## config.mk

```make
export PLATFORM = sky130hd
export DESIGN_NAME = pci_arbiter
export DESIGN_NICKNAME = d
export VERILOG_FILES = /design/src/verilog/arb_pkg.sv /design/src/verilog/pci_arbiter.sv /design/src/verilog/arb_pick.sv
export VERILOG_INCLUDE_DIRS = /design/src /design/src/verilog
export SDC_FILE = /design/constraint.sdc
export NUM_CORES = 1
export LEC_CHECK = 0
export ABC_AREA = 1
export BUFFER_PORTS_ARGS = -buffer_cell sky130_fd_sc_hd__buf_2
export CORE_AREA = 5 5 141 143
export CTS_BUF_LIST = sky130_fd_sc_hd__clkbuf_8
export DETAILED_ROUTE_END_ITERATION = 8
export DIE_AREA = 0 0 146 148
export HOLD_SLACK_MARGIN = 0.1
export SETUP_SLACK_MARGIN = 0.3
export SLEW_MARGIN = 20
export SYNTH_ARGS = -nofsm -noshare
export SYNTH_HDL_FRONTEND = slang
export SYNTH_SLANG_ARGS = --single-unit
```

## constraint.sdc

```tcl
create_clock -name pclk -period 5.69 [get_ports pclk]
set_input_delay 0.2845 -clock pclk [delete_from_list [all_inputs] [get_ports pclk]]
set_output_delay 0.2845 -clock pclk [all_outputs]
set_load 0.01 [all_outputs]
```

## src/verilog/arb_params.svh

```systemverilog
// Offsets, field positions, reset values and counts of the bus arbiter.
// How it works
// - No refresh: broken master, once idle, excluded forever.
// - Refresh: broken master returns after others served.
// - Fairness load value bits 19:12, reset 08h.
// - Others requesting: grant held fairness-count cycles.
// - Fairness counter reloads on every new grant.
// - Counting starts only after next frame fall.
// - Load value zero: grant stays until request drops.
// - Toggle off: grant held through the transaction.
// - Toggle on: grant off one clock, two after frame.
// - Priority bits 22..26, one means high.
// - Priority reset: bridge high, masters one-four low.
// - Timeout on: 16 idle clocks unused grant breaks master.
// - Per-requester enable bit, reset one, gates arbitration.
// - External arbiter select disables all internal grants.
`ifndef ARB_PARAMS_SVH
`define ARB_PARAMS_SVH

`define ARB_NREQ       5
`define ARB_CFG_OFS    12'h048
`define ARB_STAT_OFS   12'h080
`define ARB_EN_LSB     0
`define ARB_EXT_BIT    9
`define ARB_TMO_BIT    10
`define ARB_RFR_BIT    11
`define ARB_FAIR_LSB   12
`define ARB_TOG_BIT    20
`define ARB_PRIO_LSB   22
`define ARB_CFG_RST    32'h0040_801F
`define ARB_CFG_WMASK  32'h07DF_FE1F
`define ARB_BMT_CYCLES 5'h10
`define ARB_TOG_DELAY  2'h2
`define ARB_ST_GNT_LSB 0
`define ARB_ST_BRK_LSB 5
`define ARB_ST_DEAD_LSB 10
`define ARB_ST_FSM_LSB 15
`define ARB_ST_OWN_LSB 17

`endif

```

## src/verilog/arb_pkg.sv

```systemverilog
// Types shared by the bus arbiter modules.
`include "arb_params.svh"
package arb_pkg;

  // Gray coded along idle, grant, busy.
  typedef enum logic [1:0]
  {
    ARB_IDLE  = 2'b00,
    ARB_GRANT = 2'b01,
    ARB_BUSY  = 2'b11
  } arb_state_t;

  // Whole state of the arbiter top.
  typedef struct packed {
    arb_state_t            fsm;
    logic [2:0]            owner;
    logic [2:0]            last;
    logic [`ARB_NREQ-1:0]  gnt_n;
    logic [7:0]            fair_cnt;
    logic [4:0]            tmo_cnt;
    logic [1:0]            tog_cnt;
    logic [`ARB_NREQ-1:0]  broken;
    logic [`ARB_NREQ-1:0]  dead;
    logic [`ARB_NREQ-1:0]  served;
    logic [`ARB_NREQ-2:0]  req_m;
    logic [`ARB_NREQ-2:0]  req_s;
    logic                  frm_m;
    logic                  frm_s;
    logic                  frm_prev;
    logic                  irdy_m;
    logic                  irdy_s;
    logic [31:0]           cfg;
    logic [31:0]           prdata;
    logic                  pready;
    logic                  pslverr;
  } arb_regs_t;

endpackage

```

## src/verilog/pci_arbiter.sv

```systemverilog
// Secondary bus arbiter with fairness, broken-master and toggle policies.
//
// Decided for this implementation: the APB slave port.
`timescale 1ns/10ps
`include "arb_params.svh"
module pci_arbiter (
  input  wire logic        pclk,
  input  wire logic        presetn,
  input  wire logic        psel,
  input  wire logic        penable,
  input  wire logic        pwrite,
  input  wire logic [11:0] paddr,
  input  wire logic [31:0] pwdata,
  output logic [31:0]      prdata,
  output logic             pready,
  output logic             pslverr,
  input  wire logic        bridge_req,
  input  wire logic [3:0]  ext_req_n,
  input  wire logic        frame_n,
  input  wire logic        irdy_n,
  output logic [4:0]       gnt_n,
  output logic             ext_arb_sel
);
  import arb_pkg::*;

  localparam arb_regs_t ST_RST = '{fsm: ARB_IDLE, cfg: `ARB_CFG_RST,
                                   gnt_n: 5'h1F, default: '0};

  arb_regs_t  st_ff;
  arb_regs_t  nx;
  logic [4:0] req_all;
  logic [4:0] cfg_en;
  logic [4:0] prio;
  logic [4:0] excl;
  logic [4:0] pend;
  logic [4:0] others;
  logic [4:0] own_hot;
  logic [7:0] fair_load;
  logic       ext_on;
  logic       tmo_en;
  logic       rfr_en;
  logic       tog_en;
  logic       own_req;
  logic       frame_fall;
  logic       bus_idle;
  logic       pick_valid;
  logic [2:0] pick_win;
  logic [31:0] stat_word;

  //////////////////////////////////////////////////////////////////////////
  // Configuration fields and derived request views.
  assign cfg_en    = st_ff.cfg[`ARB_EN_LSB +: 5];
  assign ext_on    = st_ff.cfg[`ARB_EXT_BIT];
  assign tmo_en    = st_ff.cfg[`ARB_TMO_BIT];
  assign rfr_en    = st_ff.cfg[`ARB_RFR_BIT];
  assign fair_load = st_ff.cfg[`ARB_FAIR_LSB +: 8];
  assign tog_en    = st_ff.cfg[`ARB_TOG_BIT];
  assign prio      = st_ff.cfg[`ARB_PRIO_LSB +: 5];
  // The bridge request is on this clock, so it needs no synchroniser.
  assign req_all   = {st_ff.req_s, bridge_req};
  assign excl      = st_ff.broken | st_ff.dead;
  assign pend      = req_all & cfg_en & ~excl;
  assign own_hot   = 5'h01 << st_ff.owner;
  assign others    = pend & ~own_hot;
  assign own_req   = req_all[st_ff.owner];
  assign frame_fall = st_ff.frm_s && !st_ff.frm_prev;
  assign bus_idle  = !st_ff.frm_s && !st_ff.irdy_s;

  assign stat_word = {12'h000, st_ff.owner, st_ff.fsm, st_ff.dead,
                      st_ff.broken, ~st_ff.gnt_n};

  arb_pick #(
    .N (5)
  ) u_pick (
    .pending (pend),
    .prio    (prio),
    .last    (st_ff.last),
    .valid   (pick_valid),
    .winner  (pick_win)
  );

  //////////////////////////////////////////////////////////////////////////
  // Next state: synchronisers, register slave, grant machine, broken state.
  always_comb
  begin
    nx = st_ff;
    // Pins cross in through two flops; only the second one is read.
    nx.req_m    = ~ext_req_n;
    nx.req_s    = st_ff.req_m;
    nx.frm_m    = ~frame_n;
    nx.frm_s    = st_ff.frm_m;
    nx.frm_prev = st_ff.frm_s;
    nx.irdy_m   = ~irdy_n;
    nx.irdy_s   = st_ff.irdy_m;

    // One wait state keeps read data and the answer straight from flops.
    nx.pready  = 1'b0;
    nx.pslverr = 1'b0;
    if (psel && penable && !st_ff.pready)
    begin
      nx.pready = 1'b1;
      if (paddr == `ARB_CFG_OFS)
        nx.prdata = st_ff.cfg;
      else if (paddr == `ARB_STAT_OFS)
        nx.prdata = stat_word;
      else
      begin
        nx.prdata  = 32'h0000_0000;
        nx.pslverr = 1'b1;
      end
    end
    if (psel && penable && st_ff.pready && pwrite && paddr == `ARB_CFG_OFS)
      nx.cfg = pwdata & `ARB_CFG_WMASK;

    unique case (st_ff.fsm)
      ARB_IDLE:
      begin
        nx.gnt_n = 5'h1F;
        if (!ext_on && pick_valid)
        begin
          nx.fsm     = ARB_GRANT;
          nx.owner   = pick_win;
          nx.last    = pick_win;
          nx.gnt_n   = ~(5'h01 << pick_win);
          nx.fair_cnt = fair_load;
          nx.tmo_cnt = 5'h00;
          nx.tog_cnt = 2'h0;
          nx.served  = st_ff.served | (5'h01 << pick_win);
        end
      end
      ARB_GRANT:
      begin
        if (ext_on || !own_req)
        begin
          nx.fsm   = ARB_IDLE;
          nx.gnt_n = 5'h1F;
        end
        else if (frame_fall)
        begin
          nx.fsm     = ARB_BUSY;
          nx.tog_cnt = tog_en ? 2'h1 : 2'h0;
        end
        else if (tmo_en && bus_idle)
        begin
          if (st_ff.tmo_cnt == `ARB_BMT_CYCLES - 5'h01)
          begin
            nx.broken[st_ff.owner] = 1'b1;
            nx.served = 5'h00;
            nx.fsm    = ARB_IDLE;
            nx.gnt_n  = 5'h1F;
          end
          else
            nx.tmo_cnt = st_ff.tmo_cnt + 5'h01;
        end
      end
      ARB_BUSY:
      begin
        if (st_ff.tog_cnt == `ARB_TOG_DELAY - 2'h1)
        begin
          nx.gnt_n   = 5'h1F;
          nx.tog_cnt = `ARB_TOG_DELAY;
        end
        else if (st_ff.tog_cnt == `ARB_TOG_DELAY)
        begin
          nx.gnt_n   = ~own_hot;
          nx.tog_cnt = 2'h0;
        end
        if (ext_on || !own_req)
        begin
          nx.fsm   = ARB_IDLE;
          nx.gnt_n = 5'h1F;
        end
        else if (fair_load != 8'h00 && |others)
        begin
          if (st_ff.fair_cnt == 8'h00)
          begin
            nx.fsm   = ARB_IDLE;
            nx.gnt_n = 5'h1F;
          end
          else
            nx.fair_cnt = st_ff.fair_cnt - 8'h01;
        end
      end
      default:
      begin
        nx.fsm   = ARB_IDLE;
        nx.gnt_n = 5'h1F;
      end
    endcase

    // A timed-out master stays excluded until refresh clears it once the others are served; with refresh off it goes dead once it drops its request.
    for (int i = 0; i < 5; i++)
    begin
      if (st_ff.broken[i] && !req_all[i] && !rfr_en)
        nx.dead[i] = 1'b1;
      if (rfr_en && st_ff.broken[i] && !st_ff.dead[i]
          && &(st_ff.served | ~cfg_en | excl | (5'h01 << i)))
        nx.broken[i] = 1'b0;
    end
  end

  //////////////////////////////////////////////////////////////////////////
  // State register; reset loads constants only.
  always_ff @(posedge pclk or negedge presetn)
  begin
    if (!presetn)
      st_ff <= ST_RST;
    else
      st_ff <= nx;
  end

  assign prdata      = st_ff.prdata;
  assign pready      = st_ff.pready;
  assign pslverr     = st_ff.pslverr;
  assign gnt_n       = st_ff.gnt_n;
  assign ext_arb_sel = st_ff.cfg[`ARB_EXT_BIT];
endmodule

```

## src/verilog/arb_pick.sv

```systemverilog
// Two-level round-robin winner selection for the bus arbiter.
`timescale 1ns/10ps
module arb_pick #(
  parameter int N = 5
) (
  input  wire logic [N-1:0] pending,
  input  wire logic [N-1:0] prio,
  input  wire logic [2:0]   last,
  output logic              valid,
  output logic [2:0]        winner
);

  // Nearest set bit after the last owner, wrapping; bit 3 flags a find.
  function automatic logic [3:0] rr_pick(input logic [N-1:0] m, input logic [2:0] from);
    logic [3:0] res;
    int         idx;
    res = 4'h0;
    for (int k = N; k >= 1; k--)
    begin
      idx = (int'(from) + k) % N;
      if (m[idx])
        res = {1'b1, 3'(idx)};
    end
    return res;
  endfunction

  logic [3:0] hi;
  logic [3:0] lo;

  //////////////////////////////////////////////////////////////////////////
  // priority then rotation
  always_comb
  begin
    hi     = rr_pick(pending & prio, last);
    lo     = rr_pick(pending & ~prio, last);
    valid  = hi[3] | lo[3];
    winner = hi[3] ? hi[2:0] : lo[2:0];
  end

endmodule

```

# ---- Word level (Yosys, flattened, before mapping)
# Cells that the tools add are included.
dict set report totals {
  ram_bits 0
  rom_bits 0
  out_inout_bits 40
  latchBits 0
  reg_bits 109
  memories 0
}
dict set report classes {
  n_eq_ne 35
  n_shift 2
  mul 0
  magnitude_cmp 7
  n_reduce_logical 93
  mux 97
  n_div 5
  add_sub_neg 7
  bitwise_logic 20
}
# op count
set ops {}
lappend ops {{32-bit by 5-bit less-than comparator with 1-bit output, second input constant} 5}
lappend ops {{32-bit by 4-bit remainder unit with 32-bit output, second input constant} 5}
lappend ops {{5-bit two-way mux} 20}
lappend ops {{4-bit two-way mux} 10}
lappend ops {{5-bit AND reduction} 8}
lappend ops {{1-bit logical AND} 36}
lappend ops {{2-bit nonzero test} 17}
lappend ops {{1-bit binary-select mux with 3-bit select} 11}
lappend ops {{1-bit two-way mux} 30}
lappend ops {{5-bit inverter} 6}
lappend ops {{28-bit two-way mux} 1}
lappend ops {{27-bit two-way mux} 1}
lappend ops {{5-bit bitwise AND} 5}
lappend ops {{5-bit OR} 5}
lappend ops {{2-bit two-way mux} 11}
lappend ops {{20-bit two-way mux} 1}
lappend ops {{2-bit by 1-bit != test with 1-bit output, second input constant} 10}
lappend ops {{2-bit != test, second input constant} 10}
lappend ops {{5-bit one-hot mux with 2 select lines} 2}
lappend ops {{4-bit AND reduction} 5}
lappend ops {{3-bit != test, second input constant} 6}
lappend ops {{1-bit zero test} 17}
lappend ops {{8-bit two-way mux} 2}
lappend ops {{8-bit one-hot mux with 2 select lines} 1}
lappend ops {{32 further kinds} 41}

# ---- Logic depth before layout (Yosys ltp)
dict set report depth {
  depth_word 17
  ltp_mapped 33
  mapped_depth_nobuf 32
}

# ---- Cells and area by module
# Synthesis repeated with hierarchy kept, for this count alone.
dict set report unflattened {
  cells_unflattened 1108
  area_unflattened_um2 7654.8
}
# mod area_each_um2 cells_each instances
set by_module_without_submodules {}
lappend by_module_without_submodules {pci_arbiter 5566.6 720 1}
lappend by_module_without_submodules {arb_pick 2088.3 388 1}

# ---- Worst setup path after synthesis
# OpenSTA, ideal clock, no wires.
dict set report synth_timing {
  path_kind {register to register}
  startpoint {reg st_ff[114] in the netlist's numbering}
  endpoint {reg st_ff[82] in the netlist's numbering}
  n_path_buf 2
  setup_ps 126
  t_required_ps 5564
  path_stages_with_launch 31
  arrival_ps 3820
  slack_ps 1744
  period_less_slack_ps 3946
  path_cell_list {dfrtp_1 -> buf_6 -> inv_1 -> clkbuf_1 -> ha_1 -> nand2_1 -> nand2_1 -> xor2_1 -> ha_1 -> inv_1 -> or2_2 -> nand2_1 -> nand3_1 -> nand2_2 -> nand2_1 -> nand3_1 -> nand2_1 -> nand2_1 -> nand2_1 -> inv_2 -> nand3_1 -> nor2_2 -> nand2_4 -> inv_2 -> nand2_2 -> nand2_4 -> nand2_4 -> nand3_2 -> inv_2 -> a21oi_1 -> nor2_1}
}
dict set report synth_between {
  elab_chain_len 15
  word_cells_on_any_way 64
}
# item line_no
set synth_rtl {}
lappend synth_rtl {{from (decl)} pci_arbiter.sv:29} ;# arb_regs_t st_ff;
lappend synth_rtl {{from (signal assigned)} pci_arbiter.sv:209} ;# st_ff <= nx;
lappend synth_rtl {{3-bit by 3-bit adder with 4-bit output} arb_pick.sv:20} ;# idx = (int'(from) + k) % N;
lappend synth_rtl {{32-bit by 4-bit remainder unit with 32-bit output} arb_pick.sv:20}
lappend synth_rtl {{1-bit binary-select mux with 3-bit select} arb_pick.sv:21} ;# if (m[idx])
lappend synth_rtl {{1-bit two-way mux (not written as such) (2 in series)} arb_pick.sv:21}
lappend synth_rtl {{4-bit two-way mux (5 in series)} arb_pick.sv:21}
lappend synth_rtl {{3-bit two-way mux} arb_pick.sv:37} ;# winner = hi[3] ? hi[2:0] : lo[2:0];
lappend synth_rtl {{1-bit by 3-bit left shift with 5-bit output} pci_arbiter.sv:128} ;# nx.served = st_ff.served | (5'h01 << pick_win);
lappend synth_rtl {{5-bit OR} pci_arbiter.sv:128}
lappend synth_rtl {{5-bit two-way mux} pci_arbiter.sv:119} ;# if (!ext_on && pick_valid)
lappend synth_rtl {{5-bit one-hot mux with 2 select lines} pci_arbiter.sv:115} ;# unique case (st_ff.fsm)
# Several ways; a longest one is shown, not always the timed one. The select of a mux whose other input is x is not followed.
# A chain may end at the register's enable or synchronous reset.

# ---- Worst setup path after layout
# Ends and elaborated chain as after synthesis.

==> implementation parameters <==
Parameter                              Value

Worst hold path
  Path class of the lowest-slack min-delay path ... in2reg

Logic synthesis
  Cell Area, Synth ... 0.007283 mm²
  Number of synthesized register bits ... roughly 100
  Area leader, netlist ... sky130_fd_sc_hd__dfrtp_1
  Number of distinct library cells after synthesis ... around 50
  Most instantiated cells after synthesis ... 249 x sky130_fd_sc_hd__nand2_1, 121 x sky130_fd_sc_hd__inv_1, 95 x sky130_fd_sc_hd__nand3_1
  Share of flip-flops with an asynchronous set or reset after synthesis ... 100.0%
  Total of warnings raised by yosys ... 0
  Dominant synthesized flop cell ... sky130_fd_sc_hd__dfrtp_1
  Sequential-to-total area share from yosys stat ... 35.60%
  Count leader, synth ... sky130_fd_sc_hd__nand2_1
  Cells after Synth ... 993
  Mean Syn Cell Area ... around 7.3 µm²
  Portion of synthesized cell area occupied by the leading cell type ... between 30% and 40%
  Number of enable-type register cells in the synthesized netlist ... 0
  Main area contributors after synthesis ... sky130_fd_sc_hd__dfrtp_1 31%, sky130_fd_sc_hd__nand2_1 13%, sky130_fd_sc_hd__nand3_1 6.5%

Run
  Max-capacitance violation count ... 0

Timing
  Fin crit share ... 79.56%
  Sum of negative setup slack ... 0 ns
  Number of pins with negative max-slew slack in the final report ... 0
  Transition time at the pin with the least slew margin ... 0.8501 ns
  Post-layout worst setup margin ... between 1 and 1.5 ns
  Clock skew ... 0.01529 ns
  Final setup viols ... 0
  Peak clock frequency supported by timing ... 220.9 MHz
  Hold Violations, Final ... 0
  Setup repair after global routing missed its margin ... false
  Max-Slew Margin vs Limit ... 42.85%
  Shortest clock period the worst path allows after layout ... 4.527 ns

Place
  GP Congestion ... about 0.9
  Sum of net half-perimeters after detailed placement ... 14.95 mm
  DP Worst Slack ... between 1 and 1.5 ns
  Placed cell areas ... 0.007656 mm²
  Number of input and output port buffers inserted ... 79

Worst setup path
  Setup CP Type ... reg2reg
  Critical path data required time ... 5.96 ns
  Maximum net fanout on the critical path ... 17
  Slowest library cell on the worst path ... sky130_fd_sc_hd__inv_1
  CP Launch Type ... register
  Slowest Stage Delay on Critical Path ... 0.48 ns
  Endpoint class of the critical path ... register
  Signal arrival time at the worst endpoint ... 4.80 ns
  Cell with the most instances on the worst path ... sky130_fd_sc_hd__nand2_1

Detailed routing
  Routed wire length ... 19.30 mm
  Number of DRC markers after the initial detailed-route iteration ... 531
  Count of unresolved DRC violations after routing ... 0
  Average routed wire per standard cell ... 14.96 µm
  Number of nets with antenna violations after routing ... 0
  Detailed-routing iteration count for the pre-antenna-repair pass ... 6
  Via count of the routed design ... 6559
  Vias per cell ... 5.084

Floorplan
  Chip Width ... 146 µm
  Vertical die dimension ... 148 µm
  Site row count ... 50
  Initial Util ... about two fifths
  Core Footprint ... ~0.018 mm²
  Die ar. ... 0.02161 mm²
  I/O pin total ... between 90 and 100

Power and ir drop
  Largest voltage drop on the vdd net ... 0.09944 mV
  Leak Pwr ... 4.224 nW
  Power density of the placed cells ... 162.6 mW/mm²

Final layout
  Antenna diode instance count ... 0
  Final core occ ... between 40% and 50%
  Synth-to-Final Area Change ... 10.07%
  Layout net count ... 1143
  Design Area, Final ... 0.008016 mm²
  Ratio of cells with drive above 1 in the final layout ... 18.09%

Global routing
  First-pass GRT wire length ... a little over 30 mm
  Vias in the first global route ... 5806
  Number of antenna violations at the first check in global routing ... 0
  Overflow left after global routing ... 0
  Largest net degree at the start of global routing ... 59
  Total GRT Usage ... 17.55%

Clocking
  TritonCTS clock tree ... done
  Clock Latency Late Sink ... roughly 0.4 ns
  Root Buffer ... sky130_fd_sc_hd__clkbuf_8
  Clock buffer depth ... 2
  Number of gates resized after cts ... 0
  Reg clk slew, reported paths ... about 0.1 ns
  Maximum level of the CTS H-tree ... 3
  Sinks on Clock Net ... 103
  TritonCTS Buffers ... 9
  Post-CTS Setup Bufs ... 0
  Hold bufs inserted after CTS ... 12

Run status
  Status ... completed
## final cells by class
class	instances	area, µm²
fill	1880	10440
multi-input combinational	701	3829
sequential	103	2592
timing repair buffer	98	578.1
inverter	138	519.2
tap	234	292.8
clock buffer	11	151.4
clock inverter	5	53.80
## power breakdown
group / internal, mW / switching [mW]
combinational: 0.0275 / 0.0432
sequential: 0.741 / 0.00543
clock: 0.227 / 0.259
## flip-flops by register name, indices dropped and copies added (netlist names), 4 cells and up
register and flops:
cfg_en 5, fair_load 8, gnt_n 5, nx 7, prdata 26, prio 5, req_all 4, st_ff 39
## routing by layer
layer,wire length [µm],global-route usage (%),vias up
met3,1013,3.433,10
li1,-,-,3307
met1,9338,25.50,3064
met5,0,0,-
met4,137,3.151,0
met2,8811,27.54,178
## critical path: cells and delay by family (launching register included)
| family | cells | cell delay [ns] |
|---|---|---|
| xor+xnor | 1 | 0.30 |
| simple gates | 19 | 2.27 |
| fa+ha+maj | 2 | 0.63 |
| buf+inv | 5 | 0.73 |
| compound gates | 1 | 0.13 |
| flops | 1 | 0.38 |
## per-stage QoR
step           hold WS, ns  instances  power (mW)
2_1_floorplan     -0.01109        998      0.7891
3_3_place_gp        0.3359       1259      0.8242
3_5_place_dp        0.3347       1259      0.8245
4_1_cts             0.1014       1287       1.318
5_1_grt             0.1022       1290       1.363
6_report            0.1231       1290       1.303
## kinds of logic after synthesis
logic type      count (synthesis)  synth area share [%]
compound gates                139                 10.93
mux                            22                 3.402
other cells                     1               0.05149
simple gates                  485                 29.72
flops                         103                 35.60
xor+xnor                       13                 1.959
buf+inv                       194                 12.16
fa+ha+maj                      36                 6.184
## path summary, 6_finish.rpt
| kind | startpoint | endpoint | slack (ns) | cells after the start |
|---|---|---|---|---|
| worst max-delay path | st_ff[114] | st_ff[82] | 1.16 | 28 |
| worst min-delay path | pwdata[13] | fair_load[1] | 0.12 | 2 |
| worst max register to register | st_ff[114] | st_ff[82] | 1.16 | 28 |
| worst min register to register | nx[74] | req_all[4] | 0.35 | 0 |
| max in group asynchronous | presetn | st_ff[100] | 4.07 | 3 |
| min in group asynchronous | presetn | prdata[20] | 0.44 | 2 |
## layout by cell type, fill, tap and decap left out, types with 12 or more instances in the layout
master and n:
sky130_fd_sc_hd__nand3_1 95, sky130_fd_sc_hd__nand2_2 15, sky130_fd_sc_hd__nand4_1 13, sky130_fd_sc_hd__nand2_1 249
sky130_fd_sc_hd__dfrtp_1 91, sky130_fd_sc_hd__o21ai_0 54, sky130_fd_sc_hd__dlygate4sd3_1 15, sky130_fd_sc_hd__o21ai_1 13
sky130_fd_sc_hd__ha_1 36, sky130_fd_sc_hd__o31ai_1 12, sky130_fd_sc_hd__buf_2 78, sky130_fd_sc_hd__mux2_2 22
sky130_fd_sc_hd__inv_2 15, sky130_fd_sc_hd__a21oi_1 39, sky130_fd_sc_hd__nor2_1 66, sky130_fd_sc_hd__inv_1 121
sky130_fd_sc_hd__nor3_1 13, sky130_fd_sc_hd__dfstp_2 12
Note: power is estimated with default switching activity, not from simulation.
